===== src/design/lbr_pkg.sv =====
package lbr_pkg;

	// ==========================================================
	// register offsets
	localparam logic [7:0] LBR_ADDR_TXFS   = 8'h44;
	localparam logic [7:0] LBR_ADDR_BRINFO = 8'h48;
	localparam logic [7:0] LBR_ADDR_BUS_RESET_ERROR_REPORT  = 8'h4c;

	// ==========================================================
	// field positions in tx_fifo_status_size
	localparam int LBR_TX_FULL_BIT   = 0;
	localparam int LBR_TX_AFULL_BIT  = 1;
	localparam int LBR_TX_FOUR_BIT   = 4;
	localparam int LBR_TX_AEMPTY_BIT = 14;
	localparam int LBR_TX_EMPTY_BIT  = 15;
	localparam int LBR_TX_FLUSH_BIT  = 17;
	localparam int LBR_TX_CAP_LSB    = 25;

	// ==========================================================
	// field positions in bus_reset_node_info
	localparam int LBR_BUS_NUMBER_LSB  = 0;
	localparam int LBR_NODE_NUMBER_LSB = 10;
	localparam int LBR_VALID_BIT   = 16;
	localparam int LBR_NCOUNT_LSB  = 18;
	localparam int LBR_ROOT_BIT    = 24;
	localparam int LBR_RESOLVER_NODE_ID_LSB   = 26;

	// ==========================================================
	// field positions in bus_reset_error_report
	localparam int LBR_ECLR_BIT  = 0;
	localparam int LBR_ECODE_LSB = 1;

	// ==========================================================
	// reset values
	localparam logic [6:0] LBR_TX_CAP_RST  = 7'h14;
	localparam logic [9:0] LBR_BUS_NUMBER_RST  = 10'h3ff;
	localparam logic [5:0] LBR_NODE_NUMBER_RST = 6'h3f;
	localparam logic [5:0] LBR_NCOUNT_RST  = 6'h01;
	localparam logic [5:0] LBR_RESOLVER_NODE_ID_RST   = 6'h3f;

	// ==========================================================
	// free-space and fill-level thresholds for the occupancy flags
	localparam logic [6:0] LBR_FREE_ONE  = 7'h01;
	localparam logic [6:0] LBR_FREE_FOUR = 7'h04;
	localparam logic [6:0] LBR_USED_ONE  = 7'h01;

	// ==========================================================
	// self-ID error codes
	typedef enum logic [3:0]
	{
		LBR_ERR_NONE       = 4'h0,
		LBR_ERR_CHILD      = 4'h1,
		LBR_ERR_PHYID      = 4'h2,
		LBR_ERR_NOT_INV2   = 4'h3,
		LBR_ERR_JUMP_TWO   = 4'h4,
		LBR_ERR_JUMP_MORE  = 4'h5,
		LBR_ERR_ID_DIFFER  = 4'h6,
		LBR_ERR_NOT_INV    = 4'h7,
		LBR_ERR_BAD_QUAD   = 4'h8
	} lbr_err_type;

endpackage


===== src/design/lbr_regs.sv =====
// Local design decision: the strobed register port.
`timescale 1ns/1ps

// Notes on behaviour
// full flag reads 1 exactly when no quadlet of storage is free
// almost-full flag reads 1 when exactly one quadlet is free
// four-free flag reads 1 when four or more quadlets are free
// almost-empty flag reads 1 when exactly one quadlet is held
// empty flag reads 1 when empty; set by every reset
// occupancy flags writable only while diagnostic write enable is set
// fifo status flags return to empty on power-up, bus and software reset; capacity resets on power-up/software reset only
// writing 1 to flush discards fifo contents; bit self-clears
// seven-bit capacity field host-writable; resets to default size
// ten-bit bus number host-writable; default on power-up/software reset
// node number host-writable; loads phy node id on self-ID status
// node number goes to all ones on bus-reset status and resets
// valid flag set once node count and resolver id are valid
// node count read-only; set to one on every reset
// root bit mirrors local phy root state
// resolver id read-only; all ones on every reset
// writing 1 to error clear zeroes the error code; self-clears
// codes 0, 1 child ports, 2 phy id mismatch
// codes 3 second quadlet, 7 not inverses, 8 bad quadlet
// codes 4 jump two, 5 jump three or more, 6 ids differ
// detected error code latched until host clear or reset
// writes to read-only fields ignored without diagnostic enable
module lbr_regs
	import lbr_pkg::*;
#(
	parameter int CAP_W = 7
)
(
	input  wire logic             sys_clk,
	input  wire logic             sys_rst,
	input  wire logic             bus_reset_evt,
	input  wire logic [7:0]       reg_addr,
	input  wire logic [31:0]      reg_wdata,
	input  wire logic             reg_wr,
	input  wire logic             reg_rd,
	output logic      [31:0]      reg_rdata,
	input  wire logic             link_diagnostics_write_enable,
	input  wire logic [CAP_W-1:0] fifo_used,
	output logic                  tx_fifo_flush,
	output logic      [CAP_W-1:0] tx_fifo_capacity,
	input  wire logic             phy_selfid_evt,
	input  wire logic [5:0]       phy_node_id,
	input  wire logic             phy_busreset_evt,
	input  wire logic             topo_valid_evt,
	input  wire logic [5:0]       topo_node_count,
	input  wire logic [5:0]       topo_resolver_id,
	input  wire logic             phy_root,
	input  wire logic             selfid_err_evt,
	input  wire logic [3:0]       selfid_err_in,
	output logic      [9:0]       bus_number,
	output logic      [5:0]       node_number,
	output logic      [3:0]       selfid_error_code
);

	// ==========================================================
	// decode
	logic             wr_txfs;
	logic             wr_brinfo;
	logic             wr_bus_reset_error_report;
	logic [CAP_W-1:0] free_q;
	logic [4:0]       flags_d;
	logic [4:0]       flags_q;
	logic             link_diagnostics_ovr_q;
	logic             count_resolver_valid_q;
	logic [5:0]       node_count_q;
	logic [5:0]       resolver_node_id_q;
	logic             root_q;
	logic [31:0]      txfs_v;
	logic [31:0]      brinfo_v;
	logic [31:0]      bus_reset_error_report_v;

	assign wr_txfs   = reg_wr && (reg_addr == LBR_ADDR_TXFS);
	assign wr_brinfo = reg_wr && (reg_addr == LBR_ADDR_BRINFO);
	assign wr_bus_reset_error_report  = reg_wr && (reg_addr == LBR_ADDR_BUS_RESET_ERROR_REPORT);

	// free quadlets left in the transmit fifo
	always_comb
	begin
		if (fifo_used >= tx_fifo_capacity)
			free_q = '0;
		else
			free_q = tx_fifo_capacity - fifo_used;
	end

	// ==========================================================
	// occupancy flags, order: full, afull, four, aempty, empty
	always_comb
	begin
		flags_d[0] = (free_q == '0);
		flags_d[1] = (free_q == LBR_FREE_ONE);
		flags_d[2] = (free_q >= LBR_FREE_FOUR);
		flags_d[3] = (fifo_used == LBR_USED_ONE);
		flags_d[4] = (fifo_used == '0);
	end

	// flags track the fifo; a diagnostic write holds until enable drops and the image differs from the fifo flags
	always_ff @(posedge sys_clk)
	begin
		if (sys_rst || bus_reset_evt || tx_fifo_flush)
		begin
			flags_q    <= 5'b1_0000;
			link_diagnostics_ovr_q <= 1'b0;
		end
		else if (wr_txfs && link_diagnostics_write_enable)
		begin
			flags_q    <= {reg_wdata[LBR_TX_EMPTY_BIT],
				reg_wdata[LBR_TX_AEMPTY_BIT],
				reg_wdata[LBR_TX_FOUR_BIT],
				reg_wdata[LBR_TX_AFULL_BIT],
				reg_wdata[LBR_TX_FULL_BIT]};
			link_diagnostics_ovr_q <= 1'b1;
		end
		else if (!link_diagnostics_ovr_q || (flags_d != flags_q && !link_diagnostics_write_enable))
		begin
			flags_q    <= flags_d;
			link_diagnostics_ovr_q <= 1'b0;
		end
	end

	// ==========================================================
	// flush pulse and capacity
	always_ff @(posedge sys_clk)
	begin
		if (sys_rst || bus_reset_evt)
			tx_fifo_flush <= 1'b0;
		else
			tx_fifo_flush <= wr_txfs && reg_wdata[LBR_TX_FLUSH_BIT];
	end

	always_ff @(posedge sys_clk)
	begin
		if (sys_rst)
			tx_fifo_capacity <= CAP_W'(LBR_TX_CAP_RST);
		else if (wr_txfs)
			tx_fifo_capacity <= reg_wdata[LBR_TX_CAP_LSB +: CAP_W];
	end

	// ==========================================================
	// bus number and node number
	always_ff @(posedge sys_clk)
	begin
		if (sys_rst)
			bus_number <= LBR_BUS_NUMBER_RST;
		else if (wr_brinfo)
			bus_number <= reg_wdata[LBR_BUS_NUMBER_LSB +: 10];
	end

	// phy events win over a host write in the same cycle
	always_ff @(posedge sys_clk)
	begin
		if (sys_rst || phy_busreset_evt)
			node_number <= LBR_NODE_NUMBER_RST;
		else if (phy_selfid_evt)
			node_number <= phy_node_id;
		else if (wr_brinfo)
			node_number <= reg_wdata[LBR_NODE_NUMBER_LSB +: 6];
	end

	// ==========================================================
	// topology status, read-only
	always_ff @(posedge sys_clk)
	begin
		if (sys_rst || bus_reset_evt)
		begin
			count_resolver_valid_q <= 1'b0;
			node_count_q           <= LBR_NCOUNT_RST;
			resolver_node_id_q     <= LBR_RESOLVER_NODE_ID_RST;
		end
		else if (topo_valid_evt)
		begin
			count_resolver_valid_q <= 1'b1;
			node_count_q           <= topo_node_count;
			resolver_node_id_q     <= topo_resolver_id;
		end
	end

	always_ff @(posedge sys_clk)
	begin
		if (sys_rst)
			root_q <= 1'b0;
		else
			root_q <= phy_root;
	end

	// ==========================================================
	// self-ID error code: set wins over clear
	always_ff @(posedge sys_clk)
	begin
		if (sys_rst)
			selfid_error_code <= LBR_ERR_NONE;
		else if (selfid_err_evt)
			selfid_error_code <= selfid_err_in;
		else if (wr_bus_reset_error_report && reg_wdata[LBR_ECLR_BIT])
			selfid_error_code <= LBR_ERR_NONE;
	end

	// ==========================================================
	// read path, data one cycle after the strobe
	always_comb
	begin
		txfs_v = '0;
		txfs_v[LBR_TX_FULL_BIT]   = flags_q[0];
		txfs_v[LBR_TX_AFULL_BIT]  = flags_q[1];
		txfs_v[LBR_TX_FOUR_BIT]   = flags_q[2];
		txfs_v[LBR_TX_AEMPTY_BIT] = flags_q[3];
		txfs_v[LBR_TX_EMPTY_BIT]  = flags_q[4];
		txfs_v[LBR_TX_CAP_LSB +: CAP_W] = tx_fifo_capacity;
		brinfo_v = '0;
		brinfo_v[LBR_BUS_NUMBER_LSB +: 10] = bus_number;
		brinfo_v[LBR_NODE_NUMBER_LSB +: 6] = node_number;
		brinfo_v[LBR_VALID_BIT]        = count_resolver_valid_q;
		brinfo_v[LBR_NCOUNT_LSB +: 6]  = node_count_q;
		brinfo_v[LBR_ROOT_BIT]         = root_q;
		brinfo_v[LBR_RESOLVER_NODE_ID_LSB +: 6]   = resolver_node_id_q;
		bus_reset_error_report_v = '0;
		bus_reset_error_report_v[LBR_ECODE_LSB +: 4] = selfid_error_code;
	end

	always_ff @(posedge sys_clk)
	begin
		if (sys_rst)
			reg_rdata <= 32'h0000_0000;
		else if (reg_rd)
		begin
			case (reg_addr)
				LBR_ADDR_TXFS:   reg_rdata <= txfs_v;
				LBR_ADDR_BRINFO: reg_rdata <= brinfo_v;
				LBR_ADDR_BUS_RESET_ERROR_REPORT:  reg_rdata <= bus_reset_error_report_v;
				default:         reg_rdata <= 32'h0000_0000;
			endcase
		end
		else
			reg_rdata <= 32'h0000_0000;
	end

	// ==========================================================
	// checks
	chk_flush_pulse_once: assert property (@(posedge sys_clk) disable iff (sys_rst)
		tx_fifo_flush |=> !tx_fifo_flush)
		else $error("flush stayed high");
	chk_error_clear_zero: assert property (@(posedge sys_clk) disable iff (sys_rst)
		(wr_bus_reset_error_report && reg_wdata[LBR_ECLR_BIT] && !selfid_err_evt)
		|=> selfid_error_code == LBR_ERR_NONE)
		else $error("error code not cleared");
	chk_error_code_latch: assert property (@(posedge sys_clk) disable iff (sys_rst)
		selfid_err_evt |=> selfid_error_code == $past(selfid_err_in))
		else $error("error code not latched");
	chk_node_busreset_ones: assert property (@(posedge sys_clk) disable iff (sys_rst)
		phy_busreset_evt |=> node_number == LBR_NODE_NUMBER_RST)
		else $error("node number not all ones");
	chk_node_selfid_load: assert property (@(posedge sys_clk) disable iff (sys_rst)
		(phy_selfid_evt && !phy_busreset_evt) |=> node_number == $past(phy_node_id))
		else $error("node number not loaded");
	chk_empty_after_busreset: assert property (@(posedge sys_clk) disable iff (sys_rst)
		bus_reset_evt |=> flags_q == 5'b1_0000)
		else $error("flags wrong after bus reset");
	chk_full_tracks_fifo: assert property (@(posedge sys_clk) disable iff (sys_rst)
		(!link_diagnostics_write_enable && !wr_txfs && !bus_reset_evt && !tx_fifo_flush
		&& !link_diagnostics_ovr_q) |=> flags_q[0] == $past(free_q == '0))
		else $error("full flag wrong");
	chk_resolver_node_id_busreset_ones: assert property (@(posedge sys_clk) disable iff (sys_rst)
		bus_reset_evt |=> (resolver_node_id_q == LBR_RESOLVER_NODE_ID_RST)
		&& (node_count_q == LBR_NCOUNT_RST) && !count_resolver_valid_q)
		else $error("topology not reset");
	chk_read_data_slot: assert property (@(posedge sys_clk) disable iff (sys_rst)
		(reg_rd && reg_addr == LBR_ADDR_BUS_RESET_ERROR_REPORT)
		|=> reg_rdata[LBR_ECODE_LSB +: 4] == $past(selfid_error_code))
		else $error("read data wrong");

	// ==========================================================
	// occupancy flags follow the fifo when nothing overrides them
	chk_afull_tracks: assert property (@(posedge sys_clk) disable iff (sys_rst)
		(!link_diagnostics_write_enable && !wr_txfs && !bus_reset_evt && !tx_fifo_flush
		&& !link_diagnostics_ovr_q) |=> flags_q[1] == $past(free_q == LBR_FREE_ONE))
		else $error("almost-full flag wrong");

	chk_four_tracks: assert property (@(posedge sys_clk) disable iff (sys_rst)
		(!link_diagnostics_write_enable && !wr_txfs && !bus_reset_evt && !tx_fifo_flush
		&& !link_diagnostics_ovr_q) |=> flags_q[2] == $past(free_q >= LBR_FREE_FOUR))
		else $error("four-free flag wrong");

	chk_aempty_tracks: assert property (@(posedge sys_clk) disable iff (sys_rst)
		(!link_diagnostics_write_enable && !wr_txfs && !bus_reset_evt && !tx_fifo_flush
		&& !link_diagnostics_ovr_q) |=> flags_q[3] == $past(fifo_used == LBR_USED_ONE))
		else $error("almost-empty flag wrong");

	chk_empty_tracks: assert property (@(posedge sys_clk) disable iff (sys_rst)
		(!link_diagnostics_write_enable && !wr_txfs && !bus_reset_evt && !tx_fifo_flush
		&& !link_diagnostics_ovr_q) |=> flags_q[4] == $past(fifo_used == '0))
		else $error("empty flag wrong");

	// ==========================================================
	// host writes to the flags, with and without diagnostic enable
	chk_flags_ro_write: assert property (@(posedge sys_clk) disable iff (sys_rst)
		(wr_txfs && !link_diagnostics_write_enable && !link_diagnostics_ovr_q && !bus_reset_evt
		&& !tx_fifo_flush) |=> flags_q == $past(flags_d))
		else $error("flag write taken without enable");

	chk_flags_link_diagnostics_write: assert property (@(posedge sys_clk) disable iff (sys_rst)
		(wr_txfs && link_diagnostics_write_enable && !bus_reset_evt && !tx_fifo_flush)
		|=> flags_q[0] == $past(reg_wdata[LBR_TX_FULL_BIT]))
		else $error("diagnostic flag write lost");

	// ==========================================================
	// flush request and its effect on the flags
	chk_flush_on_write: assert property (@(posedge sys_clk) disable iff (sys_rst)
		(wr_txfs && reg_wdata[LBR_TX_FLUSH_BIT] && !bus_reset_evt)
		|=> tx_fifo_flush)
		else $error("flush not raised");

	chk_flush_empties: assert property (@(posedge sys_clk) disable iff (sys_rst)
		tx_fifo_flush |=> flags_q == 5'b1_0000)
		else $error("flags not empty after flush");

	// ==========================================================
	// host-writable fields take the write; capacity and bus number otherwise hold
	chk_capacity_write: assert property (@(posedge sys_clk) disable iff (sys_rst)
		wr_txfs |=> tx_fifo_capacity == $past(reg_wdata[LBR_TX_CAP_LSB +: CAP_W]))
		else $error("capacity write lost");

	chk_capacity_hold: assert property (@(posedge sys_clk) disable iff (sys_rst)
		!wr_txfs |=> $stable(tx_fifo_capacity))
		else $error("capacity changed by itself");

	chk_bus_number_write: assert property (@(posedge sys_clk) disable iff (sys_rst)
		wr_brinfo |=> bus_number == $past(reg_wdata[LBR_BUS_NUMBER_LSB +: 10]))
		else $error("bus number write lost");

	chk_bus_number_hold: assert property (@(posedge sys_clk) disable iff (sys_rst)
		!wr_brinfo |=> $stable(bus_number))
		else $error("bus number changed by itself");

	chk_node_host_write: assert property (@(posedge sys_clk) disable iff (sys_rst)
		(wr_brinfo && !phy_selfid_evt && !phy_busreset_evt)
		|=> node_number == $past(reg_wdata[LBR_NODE_NUMBER_LSB +: 6]))
		else $error("node number write lost");

	// ==========================================================
	// topology capture and root mirror
	chk_valid_set: assert property (@(posedge sys_clk) disable iff (sys_rst)
		(topo_valid_evt && !bus_reset_evt) |=> count_resolver_valid_q)
		else $error("valid flag not set");

	chk_count_capture: assert property (@(posedge sys_clk) disable iff (sys_rst)
		(topo_valid_evt && !bus_reset_evt)
		|=> node_count_q == $past(topo_node_count))
		else $error("node count not captured");

	chk_resolver_node_id_capture: assert property (@(posedge sys_clk) disable iff (sys_rst)
		(topo_valid_evt && !bus_reset_evt)
		|=> resolver_node_id_q == $past(topo_resolver_id))
		else $error("resolver id not captured");

	chk_root_follow: assert property (@(posedge sys_clk) disable iff (sys_rst)
		1'b1 |=> root_q == $past(phy_root))
		else $error("root bit does not follow phy");

	chk_topo_ro_write: assert property (@(posedge sys_clk) disable iff (sys_rst)
		(wr_brinfo && !topo_valid_evt && !bus_reset_evt)
		|=> $stable(node_count_q) && $stable(resolver_node_id_q))
		else $error("read-only topology written");

	// ==========================================================
	// error code holds between events and ignores plain writes
	chk_error_code_hold: assert property (@(posedge sys_clk) disable iff (sys_rst)
		(!selfid_err_evt && !wr_bus_reset_error_report) |=> $stable(selfid_error_code))
		else $error("error code changed by itself");

	chk_error_code_ro: assert property (@(posedge sys_clk) disable iff (sys_rst)
		(wr_bus_reset_error_report && !reg_wdata[LBR_ECLR_BIT] && !selfid_err_evt)
		|=> $stable(selfid_error_code))
		else $error("read-only error code written");

	// ==========================================================
	// read data stand only in the slot after the strobe
	chk_rdata_idle_zero: assert property (@(posedge sys_clk) disable iff (sys_rst)
		!reg_rd |=> reg_rdata == 32'h0000_0000)
		else $error("read data outside slot");

	chk_read_txfs_slot: assert property (@(posedge sys_clk) disable iff (sys_rst)
		(reg_rd && reg_addr == LBR_ADDR_TXFS) |=> reg_rdata == $past(txfs_v))
		else $error("fifo status read wrong");

	chk_read_info_slot: assert property (@(posedge sys_clk) disable iff (sys_rst)
		(reg_rd && reg_addr == LBR_ADDR_BRINFO)
		|=> reg_rdata == $past(brinfo_v))
		else $error("node info read wrong");

endmodule


===== config.mk =====
export PLATFORM = sky130hd
export DESIGN_NAME = lbr_regs
export DESIGN_NICKNAME = d
export VERILOG_FILES = /design/src/design/lbr_pkg.sv /design/src/design/lbr_regs.sv
export SDC_FILE = /design/constraint.sdc
export NUM_CORES = 1
export LEC_CHECK = 0
export BUFFER_PORTS_ARGS = -buffer_cell sky130_fd_sc_hd__buf_2
export CAP_MARGIN = 20
export CORE_MARGIN = 5
export CORE_UTILIZATION = 30
export DETAILED_ROUTE_END_ITERATION = 16
export GPL_ROUTABILITY_DRIVEN = 0
export PLACE_DENSITY_LB_ADDON = 0.2
export SETUP_SLACK_MARGIN = 0.3
export SYNTH_ARGS = -nofsm -noshare
export SYNTH_HDL_FRONTEND = slang
export SYNTH_SLANG_ARGS = --single-unit

===== constraint.sdc =====
create_clock -name sys_clk -period 3.2 [get_ports sys_clk]
set_input_delay 0.64 -clock sys_clk [delete_from_list [all_inputs] [get_ports sys_clk]]
set_output_delay 0.64 -clock sys_clk [all_outputs]
set_load 0.03 [all_outputs]

Word level (Yosys, flattened, before mapping)
Cells that the tools add are included.
{"block": "classes", "add_sub_neg": 1, "magnitude_cmp": 2, "eq_ne": 6, "mux": 10, "n_bitwise": 1, "reduce_logical": 19}
{"op": "case mux 32 bit (3 select lines)", "n": 1}
{"op": "equality test 8 x 7 -> 1 bit (second input constant)", "n": 3}
{"op": "equality test 7 x 1 -> 1 bit (second input constant)", "n": 2}
{"op": "zero test 7 bit", "n": 2}
{"op": "2-to-1 mux 6 bit", "n": 2}
{"op": "2-to-1 mux 5 bit", "n": 2}
{"op": "2-to-1 mux 4 bit", "n": 2}
{"op": ">= comparator 7 x 3 -> 1 bit (second input constant)", "n": 1}
{"op": ">= comparator 7 bit", "n": 1}
{"op": "logical AND 1 bit", "n": 7}
{"op": "2-to-1 mux 7 bit", "n": 1}
{"op": "subtractor 7 bit", "n": 1}
{"op": "nonzero test 2 bit", "n": 3}
{"op": "!= test 5 bit", "n": 1}
{"op": "logical OR 1 bit", "n": 4}
{"op": "zero test 1 bit", "n": 2}
{"op": "2-to-1 mux 1 bit", "n": 2}
{"op": "OR reduction 2 bit", "n": 1}
{"op": "NOT 1 bit", "n": 1}
{"block": "word_totals", "ff_bits": 80, "in_bits": 80, "output_inout_bits": 60}

Logic depth before layout (Yosys ltp)
Gate-level depths: netlist of run 1.
{"block": "depth", "ltp_word": 8, "ltp_mapped": 13}

Least setup slack after synthesis of run 1
Ideal clock, no wire load.
{"block": "synth_path", "path_type": "input to register", "startpoint": "input port fifo_used[0]", "endpoint": "register flags_q[1]", "setup_ps": 116, "t_arrival_ps": 3053, "required_time_ps": 3084, "setup_slack_ps": 32, "cell_stages": 12, "n_path_buf": 0, "path_cell_list": "ha_1 -> inv_1 -> fa_1 -> a211oi_2 -> o21bai_1 -> a21oi_2 -> xor2_2 -> and4_4 -> or4_4 -> a311oi_4 -> nor4_1 -> a31o_1"}
{"block": "synth_via", "elab_chain_cells": 7, "elab_cells_between_ends": 14}
{"element": "start, declared", "line_no": "lbr_regs.sv:42", "source": "input wire logic [CAP_W-1:0] fifo_used,"}
{"element": "subtractor 7 bit or >= comparator 7 bit (tied branches)", "line_no": "lbr_regs.sv:86, lbr_regs.sv:83"}
{"element": "2-to-1 mux 7 bit", "line_no": "lbr_regs.sv:83", "source": "if (fifo_used >= tx_fifo_capacity)"}
{"element": ">= comparator 7 x 3 -> 1 bit (tied with other cells)", "line_no": "lbr_regs.sv:95", "source": "flags_d[2] = (free_q >= LBR_FREE_FOUR);"}
{"element": "!= test 5 bit", "line_no": "lbr_regs.sv:117", "source": "else if (!link_diagnostics_ovr_q || (flags_d != flags_q && !link_diagnostics_write_enable))"}
{"element": "logical AND 1 bit", "line_no": "lbr_regs.sv:117"}
{"element": "logical OR 1 bit", "line_no": "lbr_regs.sv:117"}
{"element": "nonzero test 2 bit (no line)"}
{"element": "end signal, assigned", "line_no": "lbr_regs.sv:110", "source": "flags_q <= {reg_wdata[LBR_TX_EMPTY_BIT],"}
{"element": "end signal, assigned", "line_no": "lbr_regs.sv:119", "source": "flags_q <= flags_d;"}
{"element": "end, declared", "line_no": "lbr_regs.sv:66", "source": "logic [4:0] flags_q;"}
Parallel ways exist; a longest one is shown, timed or not. The select of a mux whose other input is x is not followed.
A chain may end at the register's enable or synchronous reset.

Worst setup path in the final report of run 1
{"block": "layout_path", "startpoint": "input port fifo_used[0]", "endpoint": "register flags_q[2]"}
Same word-level chain as after synthesis.

==> results of run 1 <==
## cells in the final DEF, fill, tap and decap left out, drive strengths merged, types with 3 or more instances in the layout
cell / count
nand3: 3
nor3: 4
mux2i: 24
a22oi: 16
nand2: 35
inv: 10
nor4: 5
nor2b: 4
a31o: 3
mux2: 8
clkinv: 3
o21ai: 6
ha: 8
nand3b: 6
a211o: 11
nor2: 34
dfxtp: 79
clkbuf: 9
o211ai: 4
and3: 32
a21oi: 9
buf: 144
## per-stage QoR
| stage | instance area [sq um] | setup TNS (ns) | hold slack (ns) | worst slack [ns] |
|---|---|---|---|---|
| after floorplan | 3390 | 0 | 0.427 | 0.183 |
| after global routing | 4550 | 0 | 0.475 | 0.101 |
| after detailed placement | 4220 | -0.633 | 0.441 | -0.142 |
| final | 4550 | 0 | 0.456 | 0.235 |
| after global placement | 4210 | -0.494 | 0.437 | -0.117 |
| after CTS | 4530 | 0 | 0.461 | 0.263 |
## area by class of cell
class                   instances  area [sq um]
flip-flops and latches         79          1580
clock inverters                 7          72.6
well taps                     140           175
clock buffers                   9           225
multi-input cells             241          1700
repair buffers                144           762
fillers                      1129          6390
inverters                       9          33.8
## cells by family (layout without fill, tap and decap cells)
kind of cell,Yosys count,in the layout,share of synthesized area (%)
muxes,32,32,9.80
xor gates and xnor gates,3,3,1.00
and+or+nand+nor,132,132,20.0
other,1,1,0.111
buffers and inverters,29,169,3.60
DFF,79,79,46.9
AOI/OAI and AO/OA,64,64,15.0
adders and majority gates,9,9,3.56
## power groups by stage
stage               sequential [mW]  clock, mW  combinational, mW
floorplan                      1.04          0             0.0964
global placement               1.03          0              0.184
detailed placement             1.03          0              0.187
CTS                            1.01       1.04              0.189
global route                   1.01       1.08              0.207
finish                         1.01       1.02              0.189
## sequential cells by signal, indices dropped and copies added (netlist names)
signal / flops
tx_fifo_flush: 1
flags_q: 5
count_resolver_valid_q: 1
link_diagnostics_ovr_q: 1
selfid_error_code: 4
node_number: 6
resolver_node_id_q: 6
tx_fifo_capacity: 7
node_count_q: 6
root_q: 1
bus_number: 10
reg_rdata: 31
## per-layer routing
layer  vias to the layer above  part of all wire [%]  GRT usage (%)
met5                         -                     0              0
met4                         0                   1.1           5.10
met3                         8                   6.2           3.13
met2                        87                    49           23.9
met1                      1502                    44           17.8
li1                       1522                     -              -
## path summary, 6_finish.rpt
path                                            endpoint  cells past startpoint                        startpoint
worst max-delay path             flags_q[2]$_SDFFE_PP0P_                     13                      fifo_used[0]
worst min-delay path            reg_rdata[24]$_SDFF_PP0_                      1                 root_q$_SDFF_PP0_
worst max register to register   flags_q[2]$_SDFFE_PP0P_                     13  tx_fifo_capacity[0]$_SDFFE_PP0P_
worst min register to register  reg_rdata[24]$_SDFF_PP0_                      1                 root_q$_SDFF_PP0_
## synthesized netlist by cell type, types with 5 or more instances
master    number
dfxtp_1       79
mux2i_1       24
nand2_1       34
inv_1          9
and3_1        32
nor4_1         5
ha_1           8
nand3b_1       6
a211o_1       11
nor2_1        33
clkbuf_1      16
a21oi_1        8
a22oi_1       15
mux2_1         6
## timing repair
item	in CTS	in global routing
gates resized for setup	2	5
cloned	0	0
endpoints found under the setup margin	5	6
setup buffers	0	1
pin swaps	1	1
==> flow_summary.json, run 1 <==
{
  "cp.required_ns": 3.42,
  "ys_types": 57,
  "grt_start_max_net_pins": 37,
  "num_io_pins": 140,
  "clock_skew_ns": 0.00602,
  "critPathKind": "input port to register",
  "start_util_pct": 30.8,
  "grt_pass1_wl_microns": 15100,
  "num_vias": 3119,
  "peakVddDrop_uv": 252,
  "syn_area_per_cell_sq_um": 9.66,
  "critPathBufInv": 2,
  "vias_per_cell": 4.96,
  "num_rows": 38,
  "synth_area_sq_mm": 0.00337,
  "cellPowerDensity_mw_per_mm2": 486,
  "cts_tree": "yes",
  "drtIter0Drc": 164,
  "fmax_mhz": 337,
  "synthFlopType": "dfxtp_1",
  "post-route-util_pct": 41.6,
  "setup-violations-final": 0,
  "start_kind": "input port",
  "critPathSlowestCell": "or4_4",
  "p_int_mw": 1.69,
  "drv_slew": 0,
  "num_antenna_cells": 0,
  "area_growth_pct": 34.9,
  "final_cells": 629,
  "ant_nets": 0,
  "path_clk_slew_ns": 0.06,
  "nNetsFinal": 573,
  "syn_nets": 438,
  "synth_top_area_share_pct": 46.9,
  "leakagePower_nw": 2.14,
  "ys_seq_elements": 79,
  "grt_pass1_vias": 3011,
  "max_stage_delay_ns": 0.50,
  "grt_use_total_pct": 14.2,
  "wl_per_cell_microns": 15.7,
  "crit_family": "compound AO/OA/AOI/OAI gates",
  "ys_warn_count": 0,
  "switching_share_pct": 23.7,
  "path_max_fanout": 5,
  "yosys-top-cells-area": "dfxtp_1 47%, mux2i_1 7.1%, and3_1 5.9%",
  "drive_gt1_share_pct": 36.6,
  "critPathArrivalTime_ns": 3.19,
  "die_x_microns": 116,
  "worst_pin_slew_ns": 0.576,
  "cts_inserted_buffers": 9,
  "power_frac_seq_pct": 45.5,
  "path_cells": "buf_4 -> ha_4 -> inv_2 -> fa_2 -> a211oi_4 -> o21bai_1 -> a21oi_2 -> xor2_2 -> and4_4 -> or4_4 -> a311oi_4 -> nor4_1 -> a31o_1",
  "async_flop_share_pct": 0,
  "rsz0062_at_grt": "true",
  "pwr-share-comb_pct": 8.5,
  "fin_crit_sh_pct": 92.7,
  "drcViolationCount": 0,
  "drt_pre_antenna_iters": 4,
  "synth-edff-count": 0,
  "finalPower_mw": 2.21,
  "end_kind": "register",
  "htree_num_levels": 3,
  "hold_class": "register to register",
  "wirelength_microns": 9880,
  "dieArea_sq_mm": 0.0135,
  "clock_sinks": 79,
  "numPortBuffers": 130,
  "synth.yosys.seq_area_share_pct": 46.9,
  "p_clk_share_pct": 46.0,
  "max-cap-violations": 0,
  "core_area_sq_mm": 0.0109,
  "min_period_ns": 2.97,
  "antenna_found_initial": 0,
  "holdBufCountCts": 0,
  "place_inst": 612,
  "dpl.hpwl_microns": 7580,
  "switching_power_mw": 0.524,
  "hold_violations": 0,
  "grt_overflow": 0,
  "clk_path_buf_depth": 2,
  "die_h_microns": 116,
  "slew_headroom_pct": 61.6,
  "insertion_delay_ns": 0.33,
  "cts_root_buf": "clkbuf_16",
  "synth.largest_area_cell": "dfxtp_1",
  "syn_inst": 349,
  "status": "complete, no violations",
  "r2r_slack_ns": 0.25
}
No activity file was read; power rests on OpenSTA's default activity.
==> run 2, diff against run 1 <==
Settings changed: CORE_UTILIZATION 30 to 43.
==> run 2 against run 1 <==
Effect of this change: hold slack better by 0.020 ns; final area is 2.7% lower; power is 12% lower; via count is 1.7% lower; sequential share of layout area is 1.0 points higher; count of clock-buffer cells in the layout is 1 higher; cell count is 5.6% lower; critical endpoint is now flags_q[3]$_SDFFE_PP0P_; largest cell class unchanged.
==> flow_summary.json, run 2 (same netlist as run 1, synthesis figures left out) <==
{
  "drt_pre_antenna_iters": 4,
  "fmax_mhz": 342,
  "hold_class": "register to register",
  "seqCellArea_sq_mm": 0.00159,
  "grt_pass1_wl_microns": 14500,
  "die_h_microns": 98.5,
  "largest_register_ffs": 31,
  "peakVddDrop_uv": 207,
  "reg_top3": "reg_rdata x31, bus_number x10, tx_fifo_capacity x7",
  "slew_headroom_pct": 62.7,
  "area_growth_pct": 31.3,
  "cts_inserted_buffers": 9,
  "start_util_pct": 43.8,
  "drcViolationCount": 0,
  "drv_slew": 0,
  "status": "complete, no violations",
  "clock_sinks": 79,
  "worst_pin_slew_ns": 0.554,
  "hold_violations": 0,
  "final_cell_mix": "129 x buf_2, 77 x dfxtp_1, 34 x nand2_1",
  "drtIter0Drc": 143,
  "grt_pass1_vias": 3036,
  "die_x_microns": 98.5,
  "num_antenna_cells": 0,
  "ant_nets": 0,
  "start_kind": "input port",
  "cts_root_buf": "clkbuf_8",
  "cp.depth": 12,
  "critPathBufInv": 3,
  "nFillCells": 743,
  "dieArea_sq_mm": 0.00971,
  "reg2regPathDepth": 12,
  "cts_tree": "yes",
  "setup-violations-final": 0,
  "core_area_sq_mm": 0.00769,
  "critPathSlowestCell": "or4_4",
  "end_kind": "register",
  "clk_path_buf_depth": 2,
  "max-cap-violations": 0,
  "grt_overflow": 0,
  "cp_common_cell": "buf_4",
  "holdBufCountCts": 0,
  "dpl.hpwl_microns": 6870,
  "nNetsFinal": 576,
  "numPortBuffers": 130,
  "holdPathStages": 2,
  "finalPower_mw": 1.95,
  "htree_num_levels": 3,
  "largest-register": "reg_rdata",
  "num_rows": 32,
  "cp.required_ns": 3.44,
  "num_vias": 3066,
  "max_stage_delay_ns": 0.45,
  "antenna_found_initial": 0,
  "min_period_ns": 2.92,
  "fin_crit_sh_pct": 91.3,
  "wl_per_cell_microns": 15.2,
  "multiInputGateArea_sq_mm": 0.00169,
  "clock_skew_ns": 0.00736,
  "num_io_pins": 140,
  "vias_per_cell": 5.16,
  "rsz0062_at_grt": "true",
  "wirelength_microns": 9040,
  "path_clk_slew_ns": 0.08,
  "cellPowerDensity_mw_per_mm2": 440,
  "leakagePower_nw": 2.11,
  "insertion_delay_ns": 0.34,
  "hold_ws_ns": 0.476,
  "path_max_fanout": 5,
  "critPathArrivalTime_ns": 3.17,
  "path_cells": "buf_4 -> ha_4 -> inv_2 -> fa_2 -> buf_4 -> or3_1 -> a22oi_2 -> a21oi_1 -> or4_4 -> a311oi_4 -> nor4_1 -> a31o_1",
  "critPathKind": "input port to register",
  "layout_commonest_cell": "buf_2",
  "grt_use_total_pct": 18.3,
  "grt_start_max_net_pins": 37,
  "drive_gt1_share_pct": 37.2,
  "crit_family": "simple AND/OR/NAND/NOR gates"
}
-- run 2: final timing paths --
path | slack [ns] | from | end
hold / removal | 0.48 | node_count_q[0]$_SDFFE_PP1P_ | node_count_q[0]$_SDFFE_PP1P_
setup reg to reg | 0.28 | tx_fifo_capacity[0]$_SDFFE_PP0P_ | flags_q[3]$_SDFFE_PP0P_
hold reg to reg | 0.48 | node_count_q[0]$_SDFFE_PP1P_ | node_count_q[0]$_SDFFE_PP1P_
setup / recovery | 0.28 | fifo_used[0] | flags_q[3]$_SDFFE_PP0P_
-- run 2: power by group --
group / switching (mW) / internal (mW) / total [mW] / leakage [nW]
combinational: 0.100 / 0.0865 / 0.187 / 1.37
sequential: 0.00889 / 0.995 / 1.00 / 0.642
clock: 0.370 / 0.384 / 0.755 / 0.0989
-- run 2: timing repair --
| item | CTS | global route |
|---|---|---|
| endpoints found under the setup margin | 5 | 5 |
| pin swaps | 6 | 4 |
| setup buffers | 3 | 1 |
| resized for setup | 5 | 2 |
-- run 2: cell type report --
class | count | share of cell area [%]
Multi-Input combinational cell | 241 | 38.2
Sequential cell | 79 | 35.8
Timing Repair Buffer | 147 | 17.6
Clock buffer | 10 | 3.11
Tap cell | 102 | 2.88
Clock inverter | 6 | 1.53
Inverter | 9 | 0.820
-- run 2: worst min-delay path: cells and delay by family, from the launching register on --
kind | cells | cell delay [ns]
AND/OR/NAND/NOR | 1 | 0.06
multiplexers | 1 | 0.06
flip-flops | 1 | 0.33
-- run 2: layer usage --
layer / up-vias / global-route usage [%] / share of wire, %
li1: 1527 / - / -
met1: 1438 / 23.2 / 43
met2: 91 / 30.2 / 49
met3: 10 / 4.95 / 6.5
met4: 0 / 6.51 / 1.2
met5: - / 0 / 0
-- run 2: stage by stage --
| stage | cell area [sq um] | worst slack [ns] | utilization (%) | std cells | setup TNS [ns] |
|---|---|---|---|---|---|
| 6_report | 4430 | 0.278 | 57.6 | 594 | 0 |
| 5_1_grt | 4430 | 0.138 | 57.6 | 594 | 0 |
| 4_1_cts | 4400 | 0.213 | 57.3 | 592 | 0 |
| 3_5_place_dp | 4170 | -0.142 | 54.2 | 573 | -0.582 |
| 3_3_place_gp | 4170 | -0.0726 | 54.2 | 573 | -0.288 |
| 2_1_floorplan | 3390 | 0.183 | - | 349 | 0 |
==> run 3, diff against run 2 <==
Settings changed: REMOVE_ABC_BUFFERS set to 1.
==> run 3 against run 2 <==
Effect of this change: clock skew is 0.0014 ns higher; critical endpoint is now flags_q[2]$_SDFFE_PP0P_; worst setup slack worse by 0.14 ns; final area up 1.7%; via count increased by 1.4%; first-iteration DRC count shrank 24%; utilization grew 0.99 points; critical path depth grew 2; maximum frequency decreased by 4.4%; hold slack worse by 0.011 ns; critical path type unchanged; cell count increased by 1.0%.
==> flow_summary.json, run 3 (same netlist as run 1, synthesis figures left out) <==
{
  "antenna_found_initial": 0,
  "numPortBuffers": 130,
  "die_h_microns": 98.5,
  "min_period_ns": 3.06,
  "critPathKind": "input port to register",
  "fin_crit_sh_pct": 95.5,
  "grt_pass1_wl_microns": 15500,
  "slew_headroom_pct": 65.2,
  "wl_per_cell_microns": 16.0,
  "ant_nets": 0,
  "core_area_sq_mm": 0.00769,
  "clk_path_buf_depth": 2,
  "grt_start_max_net_pins": 37,
  "vias_per_cell": 5.18,
  "hold_class": "register to register",
  "grt_use_total_pct": 19.7,
  "grt_pass1_vias": 3189,
  "area_growth_pct": 33.6,
  "htree_num_levels": 3,
  "grt_overflow": 0,
  "wirelength_microns": 9600,
  "post-route-util_pct": 58.6,
  "rsz0062_at_grt": "true",
  "max-cap-violations": 0,
  "largest-register": "reg_rdata",
  "pre_cts_slack_ns": -0.328,
  "reg_top3": "reg_rdata x31, bus_number x10, tx_fifo_capacity x7",
  "drive_gt1_share_pct": 38.6,
  "end_kind": "register",
  "nNetsFinal": 582,
  "fmax_mhz": 327,
  "cts_tree": "yes",
  "largest_register_ffs": 31,
  "dpl.hpwl_microns": 7270,
  "clock_skew_ns": 0.00875,
  "cts_inserted_buffers": 9,
  "setup-violations-final": 0,
  "num_antenna_cells": 0,
  "insertion_delay_ns": 0.36,
  "die_x_microns": 98.5,
  "drt_pre_antenna_iters": 4,
  "critPathArrivalTime_ns": 3.31,
  "finalPower_mw": 1.98,
  "final_cell_mix": "130 x buf_2, 78 x dfxtp_1, 34 x nand2_1",
  "holdBufCountCts": 0,
  "clock_sinks": 79,
  "peakVddDrop_uv": 219,
  "drv_slew": 0,
  "path_max_fanout": 5,
  "status": "complete, no violations",
  "layout_commonest_cell": "buf_2",
  "num_io_pins": 140,
  "cp.required_ns": 3.45,
  "start_util_pct": 43.8,
  "leakagePower_nw": 2.15,
  "fin_ws_ns": 0.143,
  "drtIter0Drc": 109,
  "num_rows": 32,
  "cts_root_buf": "clkbuf_8",
  "worst_pin_slew_ns": 0.521,
  "cellPowerDensity_mw_per_mm2": 440,
  "dieArea_sq_mm": 0.00971,
  "drcViolationCount": 0,
  "num_vias": 3110,
  "path_clk_slew_ns": 0.09,
  "hold_violations": 0,
  "start_kind": "input port"
}
## run 3: critical path, cell delays in order
cell	delay (ns)
buf_2	0.12
ha_4	0.14
inv_2	0.03
fa_2	0.36
a211oi_4	0.26
o21bai_1	0.13
a21oi_2	0.18
xor2_2	0.11
and4_4	0.17
or4_4	0.50
a311oi_4	0.27
buf_6	0.17
nor4_2	0.05
a31o_1	0.18
## run 3: final timing paths
check                                       from                             endpoint  slack (ns)  depth (start not counted)
min          count_resolver_valid_q$_SDFFE_PP0P_  count_resolver_valid_q$_SDFFE_PP0P_        0.47                          2
max                                 fifo_used[0]              flags_q[2]$_SDFFE_PP0P_        0.14                         14
max reg2reg     tx_fifo_capacity[0]$_SDFFE_PP0P_              flags_q[2]$_SDFFE_PP0P_        0.16                         14
min reg2reg  count_resolver_valid_q$_SDFFE_PP0P_  count_resolver_valid_q$_SDFFE_PP0P_        0.47                          2
## run 3: routing by layer
metal | routed length (microns) | global-route usage (%)
met1 | 4080 | 23.5
met2 | 4660 | 33.2
met3 | 792 | 7.01
met4 | 65 | 6.20
met5 | 0 | 0
## run 3: where the power goes
group | switching [mW] | internal, mW | total [mW]
sequential | 0.00889 | 0.996 | 1.00
combinational | 0.106 | 0.0892 | 0.196
clock | 0.406 | 0.377 | 0.782
## run 3: what timing repair did
| action | in CTS | in global routing |
|---|---|---|
| gates resized for setup | 11 | 3 |
| buffers inserted | 5 | 1 |
| pin swaps | 10 | 8 |
| setup endpoints to repair | 6 | 6 |
## run 3: cell type report
class,count,area (sq um)
Fill cell,726,3190
Clock inverter,7,83.8
Inverter,9,33.8
Tap cell,102,128
Sequential cell,79,1580
Multi-Input combinational cell,241,1720
Timing Repair Buffer,153,831
Clock buffer,9,124
## run 3: stage by stage
stage                     instances  TNS [ns]  hold WS (ns)  area (sq um)
after floorplan                 329    -0.127         0.427          3280
after global placement          577    -0.966         0.434          4180
after detailed placement        578     -1.54         0.448          4190
after CTS                       599         0         0.472          4480
after global routing            600         0         0.484          4500
final                           600         0         0.466          4500
